===== src/common/sbb_regs.vh =====
// Register map, field positions and timing constants of the serial byte block
`ifndef SBB_REGS_VH
`define SBB_REGS_VH

// ****************************************
// Register offsets
// ****************************************
`define SBB_CTRL_ADDR      8'hC0
`define SBB_DATA_ADDR      8'hC2

// ****************************************
// Control register field positions
// ****************************************
`define SBB_BIT_MASTER     7
`define SBB_BIT_TXMODE     6
`define SBB_BIT_STA        5
`define SBB_BIT_STOP_REQ   4
`define SBB_BIT_ACK_REQ    3
`define SBB_BIT_ARBLOST    2
`define SBB_BIT_ACK        1
`define SBB_BIT_SI         0

// ****************************************
// Reset values
// ****************************************
`define SBB_DATA_RESET     8'h00
`define SBB_CTRL_RESET     8'h00

// ****************************************
// Timing
// ****************************************
`define SBB_CLK_NS         100
`define SBB_SCL_HALF_NS    500
`define SBB_SCL_HALF_CYC   ((`SBB_SCL_HALF_NS + `SBB_CLK_NS - 1) / `SBB_CLK_NS)

`endif


===== src/rtl/sbb_core.v =====
// Serial byte shift register, transfer modes and receive FIFO of the two-wire bus
//
// Operation
// - Data byte frozen while interrupt flag set
// - Bytes shifted out most significant first
// - First received bit lands in MSB
// - Transmit shifts bus value back in
// - Lost arbitration becomes slave receiver, byte kept
// - Master from START until STOP or loss
// - Receiver flags before ACK, transmitter after
// - Master write: START, address, acked data bytes
// - Master transfer ends by stop request, STOP
// - Unwritten byte after master send: receive
// - Master read: START, address, clock slave data
// - Master receiver sets ack request, flags
// - Ack bit one gives ACK, zero NACK
// - Data write as master receiver: transmit
// - Uninhibited address write enters slave receive
// - NACKed address silences slave until START
// - Slave modes end on STOP, on START or on a NACKed address
// - Data write as slave receiver: transmit
// - Write after slave NACK flags error
// - Unwritten byte after slave send: receive
// - Flag set holds SCL low
// - Stop request self-clears once STOP sent
`timescale 1ns/1ps
`include "sbb_regs.vh"

// ****************************************
// Receive FIFO
// ****************************************
module sbb_fifo #(
  parameter WIDTH = 8,
  parameter DEPTH = 32,
  parameter AW    = 5
) (
  // Clock and reset
  input  wire             clk_i,
  input  wire             rst_i,
  // Fill side
  input  wire [WIDTH-1:0] in_data_i,
  input  wire             in_valid_i,
  output wire             in_ready_o,
  // Drain side
  output reg  [WIDTH-1:0] out_data_o,
  output wire             out_valid_o,
  input  wire             out_ready_i
);
  reg [WIDTH-1:0] mem [0:DEPTH-1];
  reg [AW:0]      wr_ptr;
  reg [AW:0]      rd_ptr;
  wire            empty;
  wire            full;
  wire            push;
  wire            pop;

  assign empty       = (wr_ptr == rd_ptr);
  assign full        = (wr_ptr[AW-1:0] == rd_ptr[AW-1:0]) && (wr_ptr[AW] != rd_ptr[AW]);
  assign in_ready_o  = ~full;
  assign out_valid_o = ~empty;
  assign push        = in_valid_i & ~full;
  assign pop         = out_ready_i & ~empty;

  always @(posedge clk_i)
  begin
    if (push)
    begin
      mem[wr_ptr[AW-1:0]] <= in_data_i;
    end
  end

  always @*
  begin
    out_data_o = mem[rd_ptr[AW-1:0]];
  end

  always @(posedge clk_i)
  begin
    if (rst_i)
    begin
      wr_ptr <= {(AW+1){1'b0}};
      rd_ptr <= {(AW+1){1'b0}};
    end
    else
    begin
      if (push)
      begin
        wr_ptr <= wr_ptr + 1'b1;
      end
      if (pop)
      begin
        rd_ptr <= rd_ptr + 1'b1;
      end
    end
  end
endmodule // sbb_fifo

// ****************************************
// Shift and mode engine
// ****************************************
module sbb_core #(
  parameter SCL_HALF   = `SBB_SCL_HALF_CYC,
  parameter FIFO_DEPTH = 32,
  parameter FIFO_AW    = 5
) (
  // Clock and reset
  input  wire       clk_i,
  input  wire       rst_i,
  // Special function register port
  input  wire [7:0] sfr_addr_i,
  input  wire       sfr_wr_i,
  input  wire [7:0] sfr_wdata_i,
  output reg  [7:0] sfr_rdata_o,
  // Loose control
  input  wire       slave_inhibit_i,
  // Bus pins
  input  wire       scl_i,
  output wire       scl_o,
  output wire       scl_oe_o,
  input  wire       sda_i,
  output wire       sda_o,
  output wire       sda_oe_o,
  // Received byte stream
  output wire [7:0] rx_data_o,
  output wire       rx_valid_o,
  input  wire       rx_ready_i
);
  localparam ST_IDLE  = 3'd0;
  localparam ST_START = 3'd1;
  localparam ST_BITS  = 3'd2;
  localparam ST_STOP1 = 3'd3;
  localparam ST_STOP2 = 3'd4;
  localparam ST_STOP3 = 3'd5;

  reg  [7:0] serial_byte_buffer;
  reg        master;
  reg        txmode;
  reg        sta;
  reg        stop_request_bit;
  reg        ack_request_flag;
  reg        arblost;
  reg        ack;
  reg        si;
  reg  [2:0] st;
  reg  [3:0] bitcnt;
  reg  [7:0] divcnt;
  reg        tick;
  reg        mclk_low;
  reg        sda_low;
  reg        byte_rx;
  reg        loaded;
  reg        active;
  reg        ignore;
  reg        addr_phase;
  reg        busy;
  reg        pend_push;
  reg  [1:0] scl_sync;
  reg  [1:0] sda_sync;
  reg        scl_q;
  reg        sda_q;
  wire       scl_s;
  wire       sda_s;
  wire       scl_rise;
  wire       scl_fall;
  wire       start_det;
  wire       stop_det;
  wire       part;
  wire       fifo_ready;
  wire       wr_ctrl;
  wire       wr_data;
  wire       si_clear;
  wire [7:0] ctrl_word;

  // Low drive on SDA for a given bit slot
  function drive_low;
    input [3:0] cnt;
    input       tx;
    input       d7;
    input       ackb;
    begin
      if (cnt < 4'd8)
      begin
        drive_low = tx & ~d7;
      end
      else
      begin
        drive_low = ~tx & ackb;
      end
    end
  endfunction

  // ****************************************
  // Pin synchronisers and bus events
  // ****************************************
  always @(posedge clk_i)
  begin
    if (rst_i)
    begin
      scl_sync <= 2'b11;
      sda_sync <= 2'b11;
      scl_q    <= 1'b1;
      sda_q    <= 1'b1;
    end
    else
    begin
      scl_sync <= {scl_sync[0], scl_i};
      sda_sync <= {sda_sync[0], sda_i};
      scl_q    <= scl_sync[1];
      sda_q    <= sda_sync[1];
    end
  end

  assign scl_s     = scl_sync[1];
  assign sda_s     = sda_sync[1];
  assign scl_rise  = scl_s & ~scl_q;
  assign scl_fall  = ~scl_s & scl_q;
  assign start_det = scl_s & scl_q & sda_q & ~sda_s;
  assign stop_det  = scl_s & scl_q & ~sda_q & sda_s;
  assign part      = master | active;

  // ****************************************
  // Bus clock divider
  // ****************************************
  always @(posedge clk_i)
  begin
    if (rst_i)
    begin
      divcnt <= 8'h00;
      tick   <= 1'b0;
    end
    else if (divcnt == SCL_HALF[7:0] - 8'h01)
    begin
      divcnt <= 8'h00;
      tick   <= 1'b1;
    end
    else
    begin
      divcnt <= divcnt + 8'h01;
      tick   <= 1'b0;
    end
  end

  // ****************************************
  // Register access
  // ****************************************
  assign wr_ctrl   = sfr_wr_i && (sfr_addr_i == `SBB_CTRL_ADDR);
  assign wr_data   = sfr_wr_i && (sfr_addr_i == `SBB_DATA_ADDR);
  assign si_clear  = wr_ctrl & ~sfr_wdata_i[`SBB_BIT_SI] & si;
  assign ctrl_word = {master, txmode, sta, stop_request_bit,
                      ack_request_flag, arblost, ack, si};

  always @(posedge clk_i)
  begin
    if (rst_i)
    begin
      sfr_rdata_o <= 8'h00;
    end
    else if (sfr_addr_i == `SBB_DATA_ADDR)
    begin
      sfr_rdata_o <= serial_byte_buffer;
    end
    else if (sfr_addr_i == `SBB_CTRL_ADDR)
    begin
      sfr_rdata_o <= ctrl_word;
    end
    else
    begin
      sfr_rdata_o <= 8'h00;
    end
  end

  // ****************************************
  // Byte engine
  // ****************************************
  always @(posedge clk_i)
  begin
    if (rst_i)
    begin
      serial_byte_buffer <= `SBB_DATA_RESET;
      {master, txmode, sta, stop_request_bit} <= 4'h0;
      {ack_request_flag, arblost, ack, si}    <= 4'h0;
      st         <= ST_IDLE;
      bitcnt     <= 4'h0;
      mclk_low   <= 1'b0;
      sda_low    <= 1'b0;
      byte_rx    <= 1'b0;
      loaded     <= 1'b0;
      active     <= 1'b0;
      ignore     <= 1'b0;
      addr_phase <= 1'b0;
      busy       <= 1'b0;
      pend_push  <= 1'b0;
    end
    else
    begin
      if (pend_push & fifo_ready)
      begin
        pend_push <= 1'b0;
      end
      if (wr_ctrl)
      begin
        sta              <= sfr_wdata_i[`SBB_BIT_STA];
        stop_request_bit <= sfr_wdata_i[`SBB_BIT_STOP_REQ];
        ack              <= sfr_wdata_i[`SBB_BIT_ACK];
      end
      if (wr_data)
      begin
        serial_byte_buffer <= sfr_wdata_i;
        loaded             <= si;
        if (si & txmode & ~master & ~ack)
        begin
          arblost <= 1'b1;
        end
      end
      if (si_clear)
      begin
        si     <= 1'b0;
        loaded <= 1'b0;
        if (master & sfr_wdata_i[`SBB_BIT_STOP_REQ] & (bitcnt == 4'h0))
        begin
          st      <= ST_STOP1;
          sda_low <= 1'b1;
        end
        else
        begin
          txmode  <= loaded | wr_data;
          sda_low <= part & drive_low(bitcnt, (bitcnt == 4'h8) ? 1'b0 : (loaded | wr_data),
                                      serial_byte_buffer[7], sfr_wdata_i[`SBB_BIT_ACK]);
        end
      end
      if (start_det)
      begin
        busy       <= 1'b1;
        bitcnt     <= 4'h0;
        addr_phase <= 1'b1;
        if (~master)
        begin
          active <= 1'b0;
          ignore <= 1'b0;
          txmode <= 1'b0;
        end
      end
      if (stop_det)
      begin
        busy <= 1'b0;
        if (active)
        begin
          active           <= 1'b0;
          txmode           <= 1'b0;
          stop_request_bit <= 1'b1;
        end
      end
      if (scl_rise & ~si & ~ignore)
      begin
        if (bitcnt < 4'h8)
        begin
          serial_byte_buffer <= {serial_byte_buffer[6:0], sda_s};
          if (master & txmode & ~sda_low & ~sda_s)
          begin
            master   <= 1'b0;
            txmode   <= 1'b0;
            arblost  <= 1'b1;
            active   <= 1'b1;
            st       <= ST_IDLE;
            mclk_low <= 1'b0;
          end
        end
        else if (~byte_rx)
        begin
          ack <= ~sda_s;
        end
      end
      if (scl_fall & ~si & ~ignore & (busy | master))
      begin
        if (bitcnt == 4'h7)
        begin
          bitcnt  <= 4'h8;
          byte_rx <= ~txmode;
          sda_low <= 1'b0;
          if (~txmode)
          begin
            pend_push <= ~addr_phase | master;
            if (part | (addr_phase & ~slave_inhibit_i))
            begin
              ack_request_flag <= 1'b1;
              si               <= 1'b1;
              active           <= ~master;
              sta              <= addr_phase & ~master;
            end
            else
            begin
              ignore <= 1'b1;
            end
          end
        end
        else if (bitcnt == 4'h8)
        begin
          bitcnt     <= 4'h0;
          addr_phase <= 1'b0;
          if (byte_rx)
          begin
            ack_request_flag <= 1'b0;
            if (addr_phase & ~master & ~ack)
            begin
              ignore  <= 1'b1;
              active  <= 1'b0;
              sda_low <= 1'b0;
            end
            else if (master & stop_request_bit)
            begin
              st      <= ST_STOP1;
              sda_low <= 1'b1;
            end
            else
            begin
              sda_low <= part & drive_low(4'h0, txmode, serial_byte_buffer[7], ack);
            end
          end
          else
          begin
            si      <= part;
            sda_low <= 1'b0;
          end
        end
        else
        begin
          bitcnt  <= bitcnt + 4'h1;
          sda_low <= part & txmode & ~serial_byte_buffer[7];
        end
      end
      // Master clock and framing
      case (st)
        ST_IDLE:
        begin
          if (tick & sta & ~busy & ~master & ~si)
          begin
            st      <= ST_START;
            sda_low <= 1'b1;
          end
        end
        ST_START:
        begin
          if (tick)
          begin
            st       <= ST_BITS;
            mclk_low <= 1'b1;
            master   <= 1'b1;
            txmode   <= 1'b1;
            si       <= 1'b1;
          end
        end
        ST_BITS:
        begin
          if (tick & ~si & ~pend_push)
          begin
            if (mclk_low)
            begin
              mclk_low <= 1'b0;
            end
            else if (scl_s)
            begin
              mclk_low <= 1'b1;
            end
          end
        end
        ST_STOP1:
        begin
          if (tick)
          begin
            st       <= ST_STOP2;
            mclk_low <= 1'b0;
          end
        end
        ST_STOP2:
        begin
          if (tick & scl_s)
          begin
            st      <= ST_STOP3;
            sda_low <= 1'b0;
          end
        end
        ST_STOP3:
        begin
          if (tick)
          begin
            st               <= ST_IDLE;
            master           <= 1'b0;
            txmode           <= 1'b0;
            stop_request_bit <= 1'b0;
          end
        end
        default:
        begin
          st <= ST_IDLE;
        end
      endcase
    end
  end

  // ****************************************
  // Pin drive
  // ****************************************
  // Open drain: output level is always low, enable does the work
  assign scl_o    = 1'b0;
  assign sda_o    = 1'b0;
  assign scl_oe_o = mclk_low | (part & (si | pend_push));
  assign sda_oe_o = sda_low;

  // ****************************************
  // Receive stream buffer
  // ****************************************
  // A full FIFO stretches SCL rather than dropping a byte
  sbb_fifo #(
    .WIDTH (8),
    .DEPTH (FIFO_DEPTH),
    .AW    (FIFO_AW)
  ) u_fifo (
    .clk_i       (clk_i),
    .rst_i       (rst_i),
    .in_data_i   (serial_byte_buffer),
    .in_valid_i  (pend_push),
    .in_ready_o  (fifo_ready),
    .out_data_o  (rx_data_o),
    .out_valid_o (rx_valid_o),
    .out_ready_i (rx_ready_i)
  );
endmodule // sbb_core

===== config.mk =====
export PLATFORM = sky130hd
export DESIGN_NAME = sbb_core
export DESIGN_NICKNAME = d
export VERILOG_FILES = /design/src/rtl/sbb_core.v
export VERILOG_INCLUDE_DIRS = /design/src /design/src/common
export SDC_FILE = /design/constraint.sdc
export NUM_CORES = 1
export LEC_CHECK = 0
export BUFFER_PORTS_ARGS = -buffer_cell sky130_fd_sc_hd__buf_2
export CAP_MARGIN = 10
export CORE_UTILIZATION = 40
export CTS_CLUSTER_SIZE = 40
export DETAILED_ROUTE_END_ITERATION = 10
export GPL_TIMING_DRIVEN = 0
export PLACE_DENSITY = 0.59
export SKIP_CTS_REPAIR_TIMING = 1
export SYNTH_ARGS = -nofsm -noshare
export SYNTH_HDL_FRONTEND = slang
export SYNTH_HIERARCHICAL = 1
export SYNTH_SLANG_ARGS = --single-unit

===== constraint.sdc =====
create_clock -name clk_i -period 2.6 [get_ports clk_i]
set_clock_uncertainty 0.2 [all_clocks]
set_input_delay 0.13 -clock clk_i [delete_from_list [all_inputs] [get_ports clk_i]]
set_output_delay 0.13 -clock clk_i [all_outputs]
set_load 0.005 [all_outputs]

### Word-level counts from Yosys, hierarchy flattened

Memory sizes are Yosys's and may differ from the RTL's. A register that Yosys moved wholly into a read port is not among the register bits.
Index checks and enable logic that the tools add are counted.

* add/subtract/negate cells: 4
* $lt $le $gt $ge: 1
* equal/unequal tests: 15
* multiplexer cells: 146
* bitwise operators: 69
* reduce and logical (&&, ||, !) cells: 13

Operators by type and width (number)
* $mux W1: 114
* $mux W3: 16
* $and A1 B1 Y1: 43
* $mux W8: 5
* $not A1 Y1: 19
* $pmux W3 S6: 1
* $eq A8 B8 Y1 const B: 2
* $mux W4: 4
* $add A6 B1 Y6 const B: 2
* $mux W5: 2
* $add A8 B1 Y8 const B: 1
* $eq A8 B3 Y1 const B: 1
* $or A1 B1 Y1: 7
* $eq A3 B2 Y1 const B: 2
* $eq A3 B3 Y1 const B: 2
* $eq A6 B6 Y1: 1
* $pmux W1 S2: 3
* $reduce_bool A2 Y1: 3
* $reduce_or A2 Y1: 3
* $eq A5 B5 Y1: 1
* $reduce_and A5 Y1: 1
* $add A4 B1 Y4 const B: 1
* $eq A4 B3 Y1 const B: 1
* $eq A4 B4 Y1 const B: 1
* other kinds (10): 12

* register bits after elaboration: 67
* memory bits (writable): 256
* bits of input ports: 23
* output and inout bits: 21
* logic and storage cells: 278
* memories kept: 1

Memories
* u_fifo.mem: depth 32, width 8, read ports 1, clocked after Yosys merged registers in 1, write ports 1, RTL line sbb_core.v:49 `reg [WIDTH-1:0] mem [0:DEPTH-1];`

### Logic depth before layout (Yosys ltp)

* word-level depth: 18
* depth in mapped cells: 7
* depth with buffers taken out: 7

### Cells and area by module

The synthesis kept the hierarchy.

Modules (own cells, without submodules)
* sbb_fifo: instances 1, cells an instance 493, area an instance 10661.5 um^2, sequential area each 8027.7 um^2
* sbb_core: instances 1, cells an instance 324, area an instance 2783.9 um^2, sequential area each 1101.1 um^2

### Worst setup path before layout

No wires, ideal clock.

* path type: reg-to-output
* start point: register with a tool-made name
* end point: output port rx_data_o[0]
* arrival time: 1.992 ns
* data required time: 2.270 ns
* setup slack: 0.278 ns
* stages on the path, launching flop included: 6
* path buffers: 2
* cells stage by stage: dfxtp_1 -> clkbuf_1 -> clkbuf_1 -> mux4_2 -> mux4_2 -> mux2_2

RTL lines
* to (decl): RTL line sbb_core.v:124 `output wire [7:0] rx_data_o,`

==> results_dict.tcl <==
set metrics [dict create \
    grt_util_all_layers_pct 17.9 \
    cts_sinks 328 \
    coreArea_um2 32800 \
    fp.dieH_um 185 \
    violations "hold timing, setup timing" \
    synth_top_area_cell "edfxtp_1" \
    place.port_buffers 41 \
    crit_required_ns 2.27 \
    synth_edf_count 256 \
    slew_headroom_pct 43.2 \
    cp.buffers_inverters 3 \
    wirelength_um 30700 \
    dr.first_iter.drc_count 617 \
    path_class "flop to output port" \
    path_delay_family "multiplexers" \
    boundaryPins 44 \
    r2r_end "u_fifo/mem[6][4]" \
    hold_viol 5 \
    antenna_found_initial 0 \
    crit_cells 6 \
    max_freq_mhz 330 \
    seq_area_frac_synth_pct 67.9 \
    fin_nets 958 \
    synth.avg_cell_area_um2 16.5 \
    tightest_slew_ns 0.851 \
    leakagePower_nw 5.30 \
    crit_fanout 8 \
    cpMaxStageDelayCell "mux4_2" \
    critPathCaptureType "output port" \
    netlist.area_leader.share_pct 57.2 \
    cts.clk_slew.worst_paths_ns 0.06 \
    period_share_pct 117 \
    yosys_warnings 6 \
    ir_drop_v 0.000436 \
    status "complete, but fails checks" \
    reg2reg_depth 5 \
    r2r-start "u_fifo/wr_ptr[1]" \
    grt_pass1_vias 7209 \
    clock_path_buffers 3 \
    initial_core_util_pct 41.0 \
    syn_area_um2 13400 \
    hpwl_um 19600 \
    diodes 0 \
    viasPerCell 5.49 \
    synthFlopType "edfxtp_1" \
    hp-class "primary input to flop" \
    cp_cell_sequence "buf_12 -> buf_12 -> mux4_2 -> mux4_2 -> mux2_2 -> buf_2" \
    clock_latency_ns 0.52 \
    dr.pass1.iters 5 \
    die-area_um2 34400 \
    via_count 7627 \
    min_period_ns 3.03 \
    finalPower_w 0.0107 \
    routedWlPerCell_um 22.1 \
    critPathArrivalTime_ns 2.70 \
    ys_ff_latch 328 \
    stdcell_area_um2 16200 \
    drv_cap 0 \
    whs_ns -0.0104 \
    use_met3_pct 3.34 \
    grt_pass1_wl_um 44800 \
    ant_nets 0 \
    die_x_um 185 \
    htreeDepth 2 \
    met2_usage_pct 28.1 \
    ys_top_cells_by_area "edfxtp_1, mux4_2, dfxtp_1, nor2_1, mux2_2" \
    drcViolationCount 0 \
    cts-root-buf "clkbuf_16" \
    drive_above_1_share_pct 30.4 \
    post_synth_num_cell_types 66 \
    finalSetupViolCount 8 \
    cts_buffers 35 \
    crit_path_end "rx_data_o[3]" \
    met1_usage_pct 25.6 \
    globalplace.congestion 0.841 \
    fin_ws_ns -0.433 \
    cp_slowest_stage_delay_ns 0.57 \
    r2r_setup_slack_ns 0.17 \
    start_kind "flop" \
    cts_tree "done" \
    grt_overflow_total 0 \
    async_reset_ff_share_pct 0 \
    tns_ns -3.31 \
    grt_max_degree 36 \
    fp-row-count 66 \
    area_delta_synth_final_pct 20.8 \
    rsz0062_at_grt "true" \
    drv_slew 0 \
    synthCells 817 \
    place_area_um2 14300 \
    busiest_layer "met2" \
    p_per_area_nw_per_um2 661 \
]
==> cell type report <==
type                    instances  area (um2)
plain buffers                  42         332
multi-input cells             430        4280
inverters                      15        56.3
fillers                      2752       16500
clock inverters                15         195
well taps                     442         553
clock buffers                  44         920
repair buffers                 74         768
flip-flops and latches        328        9140
==> worst min-delay path by stage <==
| stage | start | to | slack (ns) | cells past startpoint |
|---|---|---|---|---|
| CTS | sda_i | sda_sync[0] | -0.42 | 2 |
| floorplan | scl_i | scl_sync[0] | 0.03 | 1 |
| global route | sfr_addr_i[1] | sfr_rdata_o[6] | 0.01 | 4 |
| global placement | sda_i | sda_sync[0] | 0.11 | 2 |
| finish | sfr_addr_i[1] | sfr_rdata_o[0] | -0.01 | 4 |
| detailed placement | sda_i | sda_sync[0] | 0.11 | 2 |
==> metal layers <==
| layer | part of all wire [%] | vias up |
|---|---|---|
| met5 | 0 | - |
| met4 | 1.5 | 0 |
| met3 | 5.7 | 33 |
| met2 | 48 | 224 |
| met1 | 45 | 3939 |
| li1 | - | 3431 |
==> synth_stat cells (all sizes together), types with 2 or more instances <==
master,number
edfxtp,256
nor2,93
mux4,80
dfxtp,72
nand2,27
buf,24
a21oi,23
clkbuf,21
inv,15
mux2i,14
mux2,13
nand3,13
o21ai,13
or2,11
a211oi,10
xnor2,10
xor2,10
a22oi,9
ha,9
nand3b,8
nor3,8
nand4,7
nor2b,6
and3,5
a31oi,4
nand4b,4
nor4b,4
or3,4
and3b,3
nand2b,3
o211ai,3
o41ai,3
or3b,3
a32oi,2
a41o,2
and4b,2
nor4,2
nor4bb,2
o21a,2
o22ai,2
==> stage by stage <==
step,setup slack [ns],utilization [%],cells
after floorplan,0.278,-,818
after global placement,-0.723,43.3,1301
after detailed placement,-0.747,43.6,1304
after CTS,-1.30,47.0,1363
after global routing,-0.498,49.5,1390
final,-0.433,49.5,1390
==> state kept, by name (all words and copies together), names as in the netlist, 3 cells and up, named ones only <==
signal / count
u_fifo/mem: 256
divcnt: 8
serial_byte_buffer: 8
sfr_rdata_o: 8
u_fifo/rd_ptr: 6
u_fifo/wr_ptr: 6
bitcnt: 4
st: 3
==> worst reg2reg max path, cell delays in order (launching register included) <==
cell and delay [ns]:
dfxtp_1 0.45, xor2_1 0.26, or3_1 0.26, o21a_2 0.31
nand2_4 0.23, nor2_4 0.40
==> power by group <==
part | total [W] | switching [W] | internal [W]
clock network | 0.00489 | 0.00199 | 0.00291
logic | 0.000171 | 0.0000951 | 0.0000762
registers | 0.00567 | 0.0000347 | 0.00563
==> cells by family after synthesis <==
| family | after synthesis | synth area share (%) |
|---|---|---|
| AO/OA/AOI/OAI | 82 | 4.05 |
| XOR/XNOR | 20 | 1.30 |
| adder cells (fa/ha/maj) | 9 | 0.838 |
| buffers and inverters | 60 | 2.15 |
| flip-flops | 328 | 67.9 |
| multiplexers | 107 | 15.5 |
| other | 1 | 0.0279 |
| AND/OR/NAND/NOR | 210 | 8.21 |
==> layout by cell type (no fill, tap or decap), drive strengths merged, types with 7 or more instances in the layout <==
cell type	synthesis	final
clkbuf	21	67
buf	24	78
xor2	10	10
ha	9	9
inv	15	15
or2	11	11
nand2	27	27
dfxtp	72	72
o21ai	13	13
mux2	13	13
nand4	7	7
nor2	93	93
xnor2	10	10
nand3	13	13
mux2i	14	14
mux4	80	80
a22oi	9	9
nand3b	8	8
dlygate4sd3	0	15
clkinv	0	10
nor3	8	8
edfxtp	256	256
a211oi	10	10
a21oi	23	23
(Power assumes the default switching activity.)
